## src/include/wss_pkg.sv

```systemverilog
// Purpose: Shared constants and carriers of the weld schedule select block.
// Assumes: Register offsets are byte addresses of 32-bit words.
// Notes:   Schedule and percent values are plain binary; seam delay codes use one nibble per digit.
package wss_pkg;
  // Register byte addresses.
  localparam logic [7:0] ADR_SEAM  = 8'h00;
  localparam logic [7:0] ADR_SSEL  = 8'h04;
  localparam logic [7:0] ADR_PANEL = 8'h08;
  localparam logic [7:0] ADR_PCT   = 8'h0c;
  localparam logic [7:0] ADR_WELD  = 8'h10;
  localparam logic [7:0] ADR_CTRL  = 8'h14;
  localparam logic [7:0] ADR_STAT  = 8'h18;
  // Seam parameter values.
  localparam logic [7:0] SEAM_SPOT    = 8'h00;
  localparam logic [7:0] SEAM_ADJUST  = 8'h02;
  localparam logic [7:0] SEAM_COMBO   = 8'h03;
  localparam logic [7:0] SEAM_NONBEAT = 8'h05;
  localparam logic [3:0] SEAM_DLY_LO  = 4'h4;
  // Schedule select parameter values.
  localparam logic [7:0] SSEL_INT = 8'h00;
  localparam logic [7:0] SSEL_EXT = 8'h01;
  localparam logic [7:0] SSEL_BIN = 8'h03;
  // Fixed schedules and percent limit.
  localparam logic [5:0] SCH_00  = 6'h00;
  localparam logic [5:0] SCH_10  = 6'h0a;
  localparam logic [5:0] SCH_20  = 6'h14;
  localparam logic [5:0] SCH_30  = 6'h1e;
  localparam logic [5:0] SCH_TOP = 6'h31;
  localparam logic [7:0] PCT_MAX = 8'h63;
  // Reset values.
  localparam logic [7:0] PCT_RST   = 8'h32;
  localparam logic [7:0] WELD_RST  = 8'h01;
  localparam logic [7:0] IMP_RST   = 8'h01;
  // Control register field positions and pin bus width.
  localparam int CTRL_CHAIN_POS = 0;
  localparam int PIN_W          = 13;

  typedef enum {ST_IDLE, ST_PRE_SPOT, ST_SEAM, ST_SPOT} wss_state_e;

  typedef struct packed {
    logic       init1;
    logic       init2;
    logic       init3;
    logic [5:0] bsel;
    logic       opt_present;
    logic       temp_ok;
    logic       btn_up;
    logic       btn_dn;
  } wss_pins_s;

  typedef struct packed {
    logic       valid;
    logic [5:0] sched;
    logic       spot;
  } wss_start_s;
endpackage

```

## src/wss_core.sv

```systemverilog
// Purpose: Weld schedule selection and seam sub-mode control.
// Assumes: Closed contact reads 1; weld_cycle pulses once per line cycle.
// Notes:   Registers sit on a plain strobe port, read data one cycle late.
//
// Local design decisions: the register addresses and the strobed register port.
`timescale 1ns/1ns
`default_nettype none
module wss_core
  import wss_pkg::*;
(
  // Clock and reset
  input  wire logic       clk_sys,
  input  wire logic       reset,
  // Register port
  input  wire logic [7:0] addr,
  input  wire logic [31:0] wdata,
  input  wire logic       wr,
  input  wire logic       rd,
  output logic      [31:0] rdata,
  // Terminal strip and panel pins
  input  wire wss_pins_s  pins,
  // Sequencer
  input  wire logic       weld_cycle,
  input  wire logic       seq_done,
  output wss_start_s      start,
  output logic            chain_allow,
  output logic            clear_10_20,
  // Weld heat
  output logic            current_on,
  output logic            comp_en,
  output logic      [7:0] pct_out,
  output logic            error_zero,
  output logic      [5:0] disp_sched
);
  typedef struct packed {
    wss_state_e st;
    logic [7:0] seam;
    logic [7:0] ssel;
    logic [5:0] panel;
    logic [7:0] pct;
    logic [7:0] weld1;
    logic [7:0] weld2;
    logic [7:0] pct2;
    logic [7:0] imp;
    logic       chain_pre;
    logic       prev_i1;
    logic       prev_i2;
    logic       prev_i3;
    logic       prev_up;
    logic       prev_dn;
    logic [5:0] seam_sched;
    logic       cur;
    logic [3:0] dly_cnt;
    logic       heat2;
    logic [7:0] ph_cnt;
    logic [7:0] rep;
    wss_start_s start;
    logic       clr;
    logic [31:0] rdata;
  } wss_core_s;

  wss_core_s r;
  wss_core_s next_r;
  wss_pins_s p;

  wss_sync #(.W(PIN_W)) u_sync (
    .clk_sys (clk_sys),
    .reset   (reset),
    .d       (pins),
    .q       (p)
  );

  // Binary select saturates at the top schedule.
  function automatic logic [5:0] bin_sched(input logic [5:0] b);
    return (b > SCH_TOP) ? SCH_TOP : b;
  endfunction

  function automatic logic [5:0] ext_sched(input logic s2, input logic s3);
    case ({s3, s2})
      2'b01:   return SCH_10;
      2'b10:   return SCH_20;
      2'b11:   return SCH_30;
      default: return SCH_00;
    endcase
  endfunction

  logic r1, r2, r3, up_e, dn_e, dly_mode, nb_mode;
  logic [3:0] dly_x;

  always_comb begin
    next_r       = r;
    r1           = p.init1 & ~r.prev_i1;
    r2           = p.init2 & ~r.prev_i2;
    r3           = p.init3 & ~r.prev_i3;
    up_e         = p.btn_up & ~r.prev_up;
    dn_e         = p.btn_dn & ~r.prev_dn;
    dly_mode     = (r.seam[3:0] == SEAM_DLY_LO);
    dly_x        = r.seam[7:4];
    nb_mode      = (r.seam == SEAM_NONBEAT);
    next_r.prev_i1 = p.init1;
    next_r.prev_i2 = p.init2;
    next_r.prev_i3 = p.init3;
    next_r.prev_up = p.btn_up;
    next_r.prev_dn = p.btn_dn;
    next_r.start   = '0;
    next_r.clr     = 1'b0;
    next_r.rdata   = '0;

    // Register writes.
    if (wr) begin
      case (addr)
        ADR_SEAM: next_r.seam = wdata[7:0];
        ADR_SSEL: begin
          if (wdata[7:0] == SSEL_INT || wdata[7:0] == SSEL_EXT ||
              (wdata[7:0] == SSEL_BIN && p.opt_present)) begin
            next_r.ssel = wdata[7:0];
            next_r.clr  = (wdata[7:0] == SSEL_INT) &&
                          (r.ssel != SSEL_INT);
          end
        end
        ADR_PANEL: begin
          if (r.ssel == SSEL_INT) next_r.panel = wdata[5:0];
        end
        ADR_PCT:  next_r.pct = wdata[7:0];
        ADR_WELD: begin
          next_r.weld1 = wdata[7:0];
          next_r.weld2 = wdata[15:8];
          next_r.pct2  = wdata[23:16];
          next_r.imp   = wdata[31:24];
        end
        ADR_CTRL: next_r.chain_pre = wdata[CTRL_CHAIN_POS];
        default: ;
      endcase
    end

    // Register reads, answered in the next cycle.
    if (rd) begin
      case (addr)
        ADR_SEAM:  next_r.rdata = {24'h0, r.seam};
        ADR_SSEL:  next_r.rdata = {24'h0, r.ssel};
        ADR_PANEL: next_r.rdata = {26'h0, r.panel};
        ADR_PCT:   next_r.rdata = {24'h0, r.pct};
        ADR_WELD:  next_r.rdata = {r.imp, r.pct2, r.weld2, r.weld1};
        ADR_CTRL:  next_r.rdata = {31'h0, r.chain_pre};
        ADR_STAT:  next_r.rdata = {16'h0, 2'(r.st), r.heat2, comp_en,
                                   r.cur, p.opt_present, ~p.temp_ok,
                                   1'b0, 2'h0, disp_sched};
        default:   next_r.rdata = '0;
      endcase
    end

    case (r.st)
      ST_IDLE: begin
        next_r.cur = 1'b0;
        if (p.temp_ok) begin
          if (r.seam == SEAM_SPOT) begin
            case (r.ssel)
              SSEL_EXT: begin
                if (r1) begin
                  next_r.start = '{1'b1, ext_sched(p.init2, p.init3), 1'b1};
                  next_r.st    = ST_SPOT;
                end
              end
              SSEL_BIN: begin
                if (r1) begin
                  next_r.start = '{1'b1, bin_sched(p.bsel), 1'b1};
                  next_r.st    = ST_SPOT;
                end else if (r3) begin
                  next_r.start = '{1'b1, SCH_20, 1'b1};
                  next_r.st    = ST_SPOT;
                end else if (r2) begin
                  next_r.start = '{1'b1, SCH_10, 1'b1};
                  next_r.st    = ST_SPOT;
                end
              end
              default: begin
                if (r3) begin
                  next_r.start = '{1'b1, SCH_20, 1'b1};
                  next_r.st    = ST_SPOT;
                end else if (r2) begin
                  next_r.start = '{1'b1, SCH_10, 1'b1};
                  next_r.st    = ST_SPOT;
                end else if (r1) begin
                  next_r.start = '{1'b1, r.panel, 1'b1};
                  next_r.st    = ST_SPOT;
                end
              end
            endcase
          end else if (r.seam == SEAM_COMBO && r2) begin
            next_r.start = '{1'b1, SCH_10, 1'b1};
            next_r.st    = ST_SPOT;
          end else if (r1) begin
            next_r.seam_sched = disp_sched;
            if (r.seam == SEAM_COMBO && r.chain_pre) begin
              next_r.start = '{1'b1, disp_sched, 1'b1};
              next_r.st    = ST_PRE_SPOT;
            end else begin
              next_r.start = '{1'b1, disp_sched, 1'b0};
              next_r.st    = ST_SEAM;
            end
          end
        end
      end
      ST_PRE_SPOT: begin
        if (seq_done) begin
          next_r.start = '{1'b1, r.seam_sched, 1'b0};
          next_r.st    = ST_SEAM;
        end
      end
      ST_SEAM: begin
        if (r.seam == SEAM_COMBO && r2) begin
          next_r.cur   = 1'b0;
          next_r.start = '{1'b1, SCH_10, 1'b1};
          next_r.st    = ST_SPOT;
        end else if (weld_cycle) begin
          // Current changes on a line cycle boundary, except that a combo jump to spot drops it at once.
          next_r.cur = p.init1;
          if (!p.init1) next_r.st = ST_IDLE;
          if (r.cur && dly_mode && r.dly_cnt != dly_x)
            next_r.dly_cnt = r.dly_cnt + 4'h1;
          if (r.cur && nb_mode) begin
            if (r.ph_cnt + 8'h1 >= (r.heat2 ? r.weld2 : r.weld1)) begin
              next_r.ph_cnt = '0;
              next_r.heat2  = ~r.heat2;
              if (r.heat2) begin
                next_r.rep = r.rep + 8'h1;
                if (r.rep + 8'h1 >= r.imp) begin
                  next_r.cur = 1'b0;
                  next_r.st  = ST_IDLE;
                end
              end
            end else begin
              next_r.ph_cnt = r.ph_cnt + 8'h1;
            end
          end
        end
        if (r.seam == SEAM_ADJUST && r.cur) begin
          if (up_e && r.pct < PCT_MAX) next_r.pct = r.pct + 8'h1;
          else if (dn_e && r.pct != 8'h0) next_r.pct = r.pct - 8'h1;
        end
      end
      ST_SPOT: begin
        next_r.cur = 1'b0;
        if (seq_done) next_r.st = ST_IDLE;
      end
      default: next_r.st = ST_IDLE;
    endcase

    if (next_r.st != ST_SEAM || !next_r.cur) begin
      next_r.dly_cnt = '0;
      next_r.heat2   = 1'b0;
      next_r.ph_cnt  = '0;
      next_r.rep     = '0;
    end
  end

  always_ff @(posedge clk_sys) begin
    if (reset) begin
      r       <= '0;
      r.st    <= ST_IDLE;
      r.seam  <= SEAM_SPOT;
      r.ssel  <= SSEL_INT;
      r.pct   <= PCT_RST;
      r.weld1 <= WELD_RST;
      r.weld2 <= WELD_RST;
      r.pct2  <= PCT_RST;
      r.imp   <= IMP_RST;
    end else begin
      r <= next_r;
    end
  end

  // Seam modes offer no chaining except combo mode whenever it is outside the seam state.
  assign chain_allow = (r.seam == SEAM_SPOT) ||
                       (r.seam == SEAM_COMBO && r.st != ST_SEAM);
  assign start       = r.start;
  assign clear_10_20 = r.clr;
  assign current_on  = r.cur;
  assign comp_en     = r.cur && (!(r.seam[3:0] == SEAM_DLY_LO) ||
                       r.dly_cnt == r.seam[7:4]);
  assign pct_out     = r.heat2 ? r.pct2 : r.pct;
  assign error_zero  = ~p.temp_ok;
  assign disp_sched  = (r.ssel == SSEL_BIN) ? bin_sched(p.bsel) : r.panel;
  assign rdata       = r.rdata;
endmodule // wss_core
`default_nettype wire

```

## src/wss_sync.sv

```systemverilog
// Purpose: Three-stage synchroniser for panel and terminal strip inputs.
// Assumes: Inputs are asynchronous to clk_sys.
// Notes:   A bit changes only once stages two and three agree.
`timescale 1ns/1ns
`default_nettype none
module wss_sync #(
  parameter int W = 4
) (
  // Clock and reset
  input  wire logic         clk_sys,
  input  wire logic         reset,
  // Data
  input  wire logic [W-1:0] d,
  output logic      [W-1:0] q
);
  typedef struct packed {
    logic [W-1:0] s1;
    logic [W-1:0] s2;
    logic [W-1:0] s3;
    logic [W-1:0] q;
  } wss_sync_s;

  wss_sync_s r;
  wss_sync_s next_r;

  initial begin
    if (W < 1) $error("wss_sync width must be positive");
  end

  always_comb begin
    next_r    = r;
    next_r.s1 = d;
    next_r.s2 = r.s1;
    next_r.s3 = r.s2;
    for (int i = 0; i < W; i++) begin
      if (r.s2[i] == r.s3[i]) next_r.q[i] = r.s3[i];
    end
  end

  always_ff @(posedge clk_sys) begin
    if (reset) r <= '0;
    else       r <= next_r;
  end

  assign q = r.q;
endmodule // wss_sync
`default_nettype wire

```

## config.mk

```make
export PLATFORM = sky130hd
export DESIGN_NAME = wss_core
export DESIGN_NICKNAME = d
export VERILOG_FILES = /design/src/include/wss_pkg.sv /design/src/wss_core.sv /design/src/wss_sync.sv
export SDC_FILE = /design/constraint.sdc
export NUM_CORES = 1
export LEC_CHECK = 0
export ABC_AREA = 1
export BUFFER_PORTS_ARGS = -buffer_cell sky130_fd_sc_hd__buf_4
export CAP_MARGIN = 25
export CORE_ASPECT_RATIO = 0.75
export CORE_MARGIN = 2
export CORE_UTILIZATION = 25
export CTS_CLUSTER_DIAMETER = 200
export CTS_CLUSTER_SIZE = 40
export DETAILED_ROUTE_END_ITERATION = 10
export HOLD_SLACK_MARGIN = 0.03
export PLACE_DENSITY_LB_ADDON = 0.05
export SYNTH_ARGS = -nofsm -noshare
export SYNTH_HDL_FRONTEND = slang
export SYNTH_SLANG_ARGS = --single-unit
```

## constraint.sdc

```tcl
create_clock -name clk_sys -period 5.5 [get_ports clk_sys]
set_input_delay 1.1 -clock clk_sys [delete_from_list [all_inputs] [get_ports clk_sys]]
set_output_delay 1.1 -clock clk_sys [all_outputs]
set_load 0.02 [all_outputs]
```

Word-level counts from Yosys, hierarchy flattened
Index checks and enable logic that the tools add are counted.
{ "op_classes": {"n_addsub": 5, "order_cmp": 4, "n_eq_ne": 37, "n_mux": 65, "bitwise": 18, "n_reduce_logical": 40} }
{ "op_table": {"columns": ["cell", "count"], "rows": [
  ["$mux W32", 20],
  ["$pmux W32 S7", 1],
  ["$mux W8", 23],
  ["$pmux W32 S4", 1],
  ["$eq A32 B2 Y1 const B", 2],
  ["$ne A32 B3 Y1 const B", 2],
  ["$pmux W32 S2", 1],
  ["$mux W41", 1],
  ["$eq A32 B1 Y1 const B", 1],
  ["$eq A8 B2 Y1 const B", 4],
  ["$logic_not A32 Y1", 1],
  ["$logic_not A8 Y1", 4],
  ["$add A8 B1 Y8 const B", 3],
  ["$eq A8 B5 Y1 const B", 3],
  ["$pmux W8 S3", 1],
  ["$mux W22", 1],
  ["$mux W17", 1],
  ["$eq A8 B1 Y1 const B", 2],
  ["$eq A8 B3 Y1 const B", 2],
  ["$eq A8 B4 Y1 const B", 2],
  ["$ge A8 B8 Y1", 2],
  ["$pmux W8 S2", 1],
  ["$reduce_bool A8 Y1", 2],
  ["$pmux W5 S3", 1],
  ["27 further kinds", 87]
]} }
{ "totals": {"reg_bits": 221, "input_bits": 59, "out_inout_bits": 59, "wordCells": 211} }

Logic depth before layout (Yosys ltp)
{ "logic_depth": {"depth_word": 12, "ltp_mapped": 19, "mapped_depth_nobuf": 18} }

By module
From an unflattened synthesis, not the netlist that was laid out.
{ "hier_totals": {"cells_unflattened": 1325, "hier_area_um2": 9925.8} }
{ "modules_own_cells": {"columns": ["module", "n_inst", "cells_each", "area_each_um2", "seq_area_each_um2"], "rows": [
  ["wss_core", 1, 1137, 8271.7, 3383.2],
  ["wss_sync", 1, 188, 1654.1, 1041.0]
]} }

Least setup slack after synthesis
Ideal clock, no wire load.
{ "synth_timing": {"path_type": "register to output", "startpoint": "reg r[128] (netlist name)", "endpoint": "out disp_sched[5]", "arrival_ns": 1.393, "required_time_ns": 4.400, "path_slack_ns": 3.007, "path_stages_with_launch": 7, "path_buffers": 1, "cell_sequence": "dfxtp_1 inv_1 nand4_1 inv_1 nand2_1 buf_2 o21ai_0"} }
{ "synth_via": {"elab_chain_len": 2} }
{ "synth_lines": {"columns": ["item", "line_no", "rtl"], "rows": [
  ["from (decl)", "wss_core.sv:62", "wss_core_s r;"],
  ["from (signal assigned)", "wss_core.sv:269", "r <= next_r;"],
  ["$eq A8 B2 Y1", "wss_core.sv:283", "assign disp_sched = (r.ssel == SSEL_BIN) ? bin_sched(p.bsel) : r.panel;"],
  ["$mux W6", "wss_core.sv:283", null],
  ["to (decl)", "wss_core.sv:33", "output logic [5:0] disp_sched"]
]} }
No other way between the ends.

Final worst setup path
{ "layout_timing": {"startpoint": "reg r[127] (netlist name)", "endpoint": "out disp_sched[3]"} }
Same word-level chain as after synthesis.

==> summary.txt <==
Synth
  • Number of warning messages in the yosys log: 0
  • FFs w/ async S/R, synth: 0
  • Xor and xnor area share after synthesis: 0.0228
  • Post-Synthesis Cell Area: 0.00997 sq mm
  • Largest family of logic cells by synthesized area: simple AND/OR/NAND/NOR gates
  • Most frequently used flop master after synthesis: sky130_fd_sc_hd__dfxtp_1
  • Adder and majority gate portion of the synthesized area: 0.0276
  • Simple-gate portion of the synthesized area: 0.247
  • Number of storage elements in the synthesis netlist: 221
  • Distinct cell type count after synthesis: 52
  • Syn_area_per_cell: 7.55 sq um
  • Share of the yosys chip area belonging to registers: 0.444
  • Multiplexer area fraction after synthesis: 0
  • Complex-gate fraction of the synthesized area: 0.132
  • Post-synth EDFFs: 0
  • Syn Inst Count: 1320

Power
  • Part of the total power dissipated in combinational logic: 0.042
  • Areal power density over the cells: 227 mW/mm^2
  • Clock group share of total power: 0.328
  • P_int: 0.00198 W
  • Relative contribution of sequential cells to total power: 0.630
  • Leakage component of the power: 4.82 nW
  • Worst vdd ir: about 160 uV
  • Net switching share of the total power: 0.237
  • Switching power: between 0.0006 and 0.0007 W

Setup path
  • Reg2Reg Setup Slack: ~1800 ps
  • CP Class: reg -> out
  • Critical path required time: ~4400 ps
  • Worst-path maximum fanout: 11
  • Arrival time at the worst endpoint: 2640 ps
  • Critical Path End Type: output port
  • Type of origin of the critical path: flop

Global route
  • Initial antenna violation count: 0
  • GRT Resource Usage Total: 0.148
  • Grt ovf: 0
  • Number of global-route vias before repair: 7696
  • First-pass GRT wire length: 47100 um
  • Maximum number of pins on one net before global-route repair: 62

Clocking
  • Number of buffers on the longest clock path: 3
  • CTS sink cnt: 221
  • Hold Buf Count CTS: 0
  • Root buffer cell: sky130_fd_sc_hd__clkbuf_16
  • Clock tree from TritonCTS: built
  • Number of setup buffers added after CTS: 0
  • Number of buffers added by the clock tree synthesis step: 9
  • Total number of H-tree levels: 1
  • Clock slew at the register clock pins of the worst setup and hold paths: roughly 150 ps
  • Post-cts repair resize count: 0
  • Worst-skew pair later-pin latency: 490 ps

Timing
  • Max-Slew Margin vs Limit: 0.343
  • Number of max-slew violations in the final report: 0
  • RSZ-0062 raised after global routing: no
  • Hold violation total from the final report: 0
  • Total of endpoints with negative setup slack in the final report: 0
  • Shortest period the worst path allows: 3740 ps
  • Peak Freq: 268 MHz
  • Slew of the pin with the lowest slew margin: 984 ps
  • Clk_skew: 31.4 ps
  • Share of the clock period used by the worst path after layout: 0.679
  • Setup TNS: 0 ps

Layout
  • Top library cells by usage in the layout, fill and taps aside: sky130_fd_sc_hd__dfxtp_1 (221), sky130_fd_sc_hd__nand2_1 (211), sky130_fd_sc_hd__inv_1 (186)
  • Antenna fix cells: 0
  • Final std cell area, no fill: about 0.011 sq mm
  • Synthesis-to-layout area growth: 14.6%
  • Commonest non-fill, non-tap cell in the layout: sky130_fd_sc_hd__dfxtp_1
  • Total of fill cells in the finished design: 4396
  • Net count reported at finish: between 1000 and 1500
  • Layout cells sized above 1: 0.150

Floorplan
  • Core area: ~0.039 sq mm
  • Total Die Area: 0.0415 sq mm
  • Chip Width: around 230 um
  • I/O pin count: 118
  • Initial standard-cell utilization of the core: 0.253
  • Standard-cell row count: 63
  • Die boundary height: 177 um

Drt
  • First drt pass iteration count: 5
  • Vias after detailed routing: 8099
  • Number of design-rule violations left by the first detailed-router iteration: between 400 and 500
  • Vias per cell: 4.21
  • Post-route DRC violation count: 0
  • Final ANT Viol Nets: 0
  • Post-detailed-route wirelength per cell: 15.9 um
  • Final Routed Wirelength: 30500 um

Placed design
  • Final Wtd Congestion: approximately 0.80
  • Count of input and output buffers: 117
  • HPWL reported at the end of detailed placement: 23300 um
  • Placed standard-cell area: 0.0112 sq mm

Run status
  • Run status: complete, no violations

Worst hold path
  • Worst min-delay path category: reg -> reg

Run
  • Max_cap viols: 0
==> cells by family (layout without fill, tap and decap cells) <==
| group | Yosys count | count (layout) |
|---|---|---|
| AO/OA/AOI/OAI | 241 | 241 |
| XOR/XNOR | 26 | 26 |
| adder cells (fa/ha/maj) | 22 | 22 |
| buffers and inverters | 280 | 334 |
| flip-flops | 221 | 221 |
| other | 1 | 30 |
| AND/OR/NAND/NOR | 529 | 529 |
==> state kept, by name, summed over array words and instances, names as in the netlist <==
name,cells
dly_x,4
u_sync.q,13
u_sync.r,13
r,123
current_on,1
clear_10_20,1
rdata,32
u_sync.next_r,26
start,8
==> worst paths after layout <==
check	startpoint	cells after the start	to
min reg2reg	u_sync.next_r[33]$_SDFF_PP0_	2	u_sync.next_r[20]$_SDFF_PP0_
min	u_sync.next_r[33]$_SDFF_PP0_	2	u_sync.next_r[20]$_SDFF_PP0_
max	r[127]$_SDFFE_PP0P_	9	disp_sched[3]
max reg2reg	r[57]$_SDFFE_PP0P_	16	r[58]$_SDFFE_PP0P_
==> synthesized netlist by cell type (3+ instances only) <==
cell type / count / area, sq um
sky130_fd_sc_hd__xor2_1: 15 / 131
sky130_fd_sc_hd__buf_2: 6 / 30.0
sky130_fd_sc_hd__nor2_4: 8 / 90.1
sky130_fd_sc_hd__nand2_1: 211 / 792
sky130_fd_sc_hd__or2_2: 3 / 18.8
sky130_fd_sc_hd__inv_1: 187 / 702
sky130_fd_sc_hd__xnor2_1: 11 / 96.3
sky130_fd_sc_hd__nor4_1: 4 / 25.0
sky130_fd_sc_hd__nand3b_1: 3 / 22.5
sky130_fd_sc_hd__nand3_2: 5 / 50.1
sky130_fd_sc_hd__nor2_1: 154 / 578
sky130_fd_sc_hd__buf_6: 5 / 56.3
sky130_fd_sc_hd__nand2_4: 5 / 56.3
sky130_fd_sc_hd__nor3_1: 28 / 140
sky130_fd_sc_hd__dfxtp_1: 221 / 4420
sky130_fd_sc_hd__ha_1: 22 / 275
sky130_fd_sc_hd__o21ai_0: 98 / 490
sky130_fd_sc_hd__a21oi_1: 95 / 475
sky130_fd_sc_hd__buf_1: 3 / 11.3
sky130_fd_sc_hd__nor2_2: 32 / 200
sky130_fd_sc_hd__a211oi_1: 11 / 82.6
sky130_fd_sc_hd__buf_4: 41 / 308
sky130_fd_sc_hd__o211ai_1: 9 / 67.6
sky130_fd_sc_hd__nand3_1: 50 / 250
sky130_fd_sc_hd__nand4_1: 13 / 81.3
sky130_fd_sc_hd__inv_2: 10 / 37.5
sky130_fd_sc_hd__o21ai_1: 6 / 30.0
sky130_fd_sc_hd__a41oi_1: 5 / 43.8
sky130_fd_sc_hd__clkbuf_1: 26 / 97.6
sky130_fd_sc_hd__a31oi_1: 4 / 25.0
==> power groups by stage <==
stage | clock network (W) | logic (W) | registers, W
finish | 0.000850 | 0.000108 | 0.00163
global route | 0.000954 | 0.000122 | 0.00164
CTS | 0.000906 | 0.000110 | 0.00164
detailed placement | 0 | 0.000110 | 0.00167
global placement | 0 | 0.000111 | 0.00167
floorplan | 0 | 0.0000505 | 0.00167
==> worst max-delay path, cell delays in order (launching register included) <==
cell	delay (ps)
sky130_fd_sc_hd__dfxtp_1	390
sky130_fd_sc_hd__inv_1	50
sky130_fd_sc_hd__nand4_1	160
sky130_fd_sc_hd__inv_1	130
sky130_fd_sc_hd__nand2_1	310
sky130_fd_sc_hd__inv_1	150
sky130_fd_sc_hd__or2_2	290
sky130_fd_sc_hd__o21ai_0	240
sky130_fd_sc_hd__inv_1	220
sky130_fd_sc_hd__buf_4	210
==> through the flow <==
| stage | setup WS (ps) | hold WS (ps) | util | cells | power (W) |
|---|---|---|---|---|---|
| CTS | 1740 | 381 | 0.290 | 1922 | 0.00265 |
| global placement | 1650 | 396 | 0.283 | 1910 | 0.00178 |
| detailed placement | 1840 | 398 | 0.284 | 1912 | 0.00178 |
| finish | 1760 | 376 | 0.290 | 1923 | 0.00259 |
| floorplan | 3010 | 388 | - | 1349 | 0.00172 |
| global route | 1350 | 390 | 0.290 | 1923 | 0.00271 |
==> area by class of cell <==
type                    count  area [sq um]  area share
flip-flops and latches    221          4420       0.387
multi-input cells         848          4400       0.385
repair buffers            125           956      0.0837
inverters                 199           752      0.0658
well taps                 520           651      0.0569
clock buffers               9           225      0.0197
clock inverters             1          20.0     0.00175
==> metal layers <==
layer  share of wire  track usage
met5               0            0
met4          0.0091       0.0183
met3           0.033       0.0171
met2            0.40        0.209
met1            0.56        0.240
No activity file was read; power rests on OpenSTA's default activity.
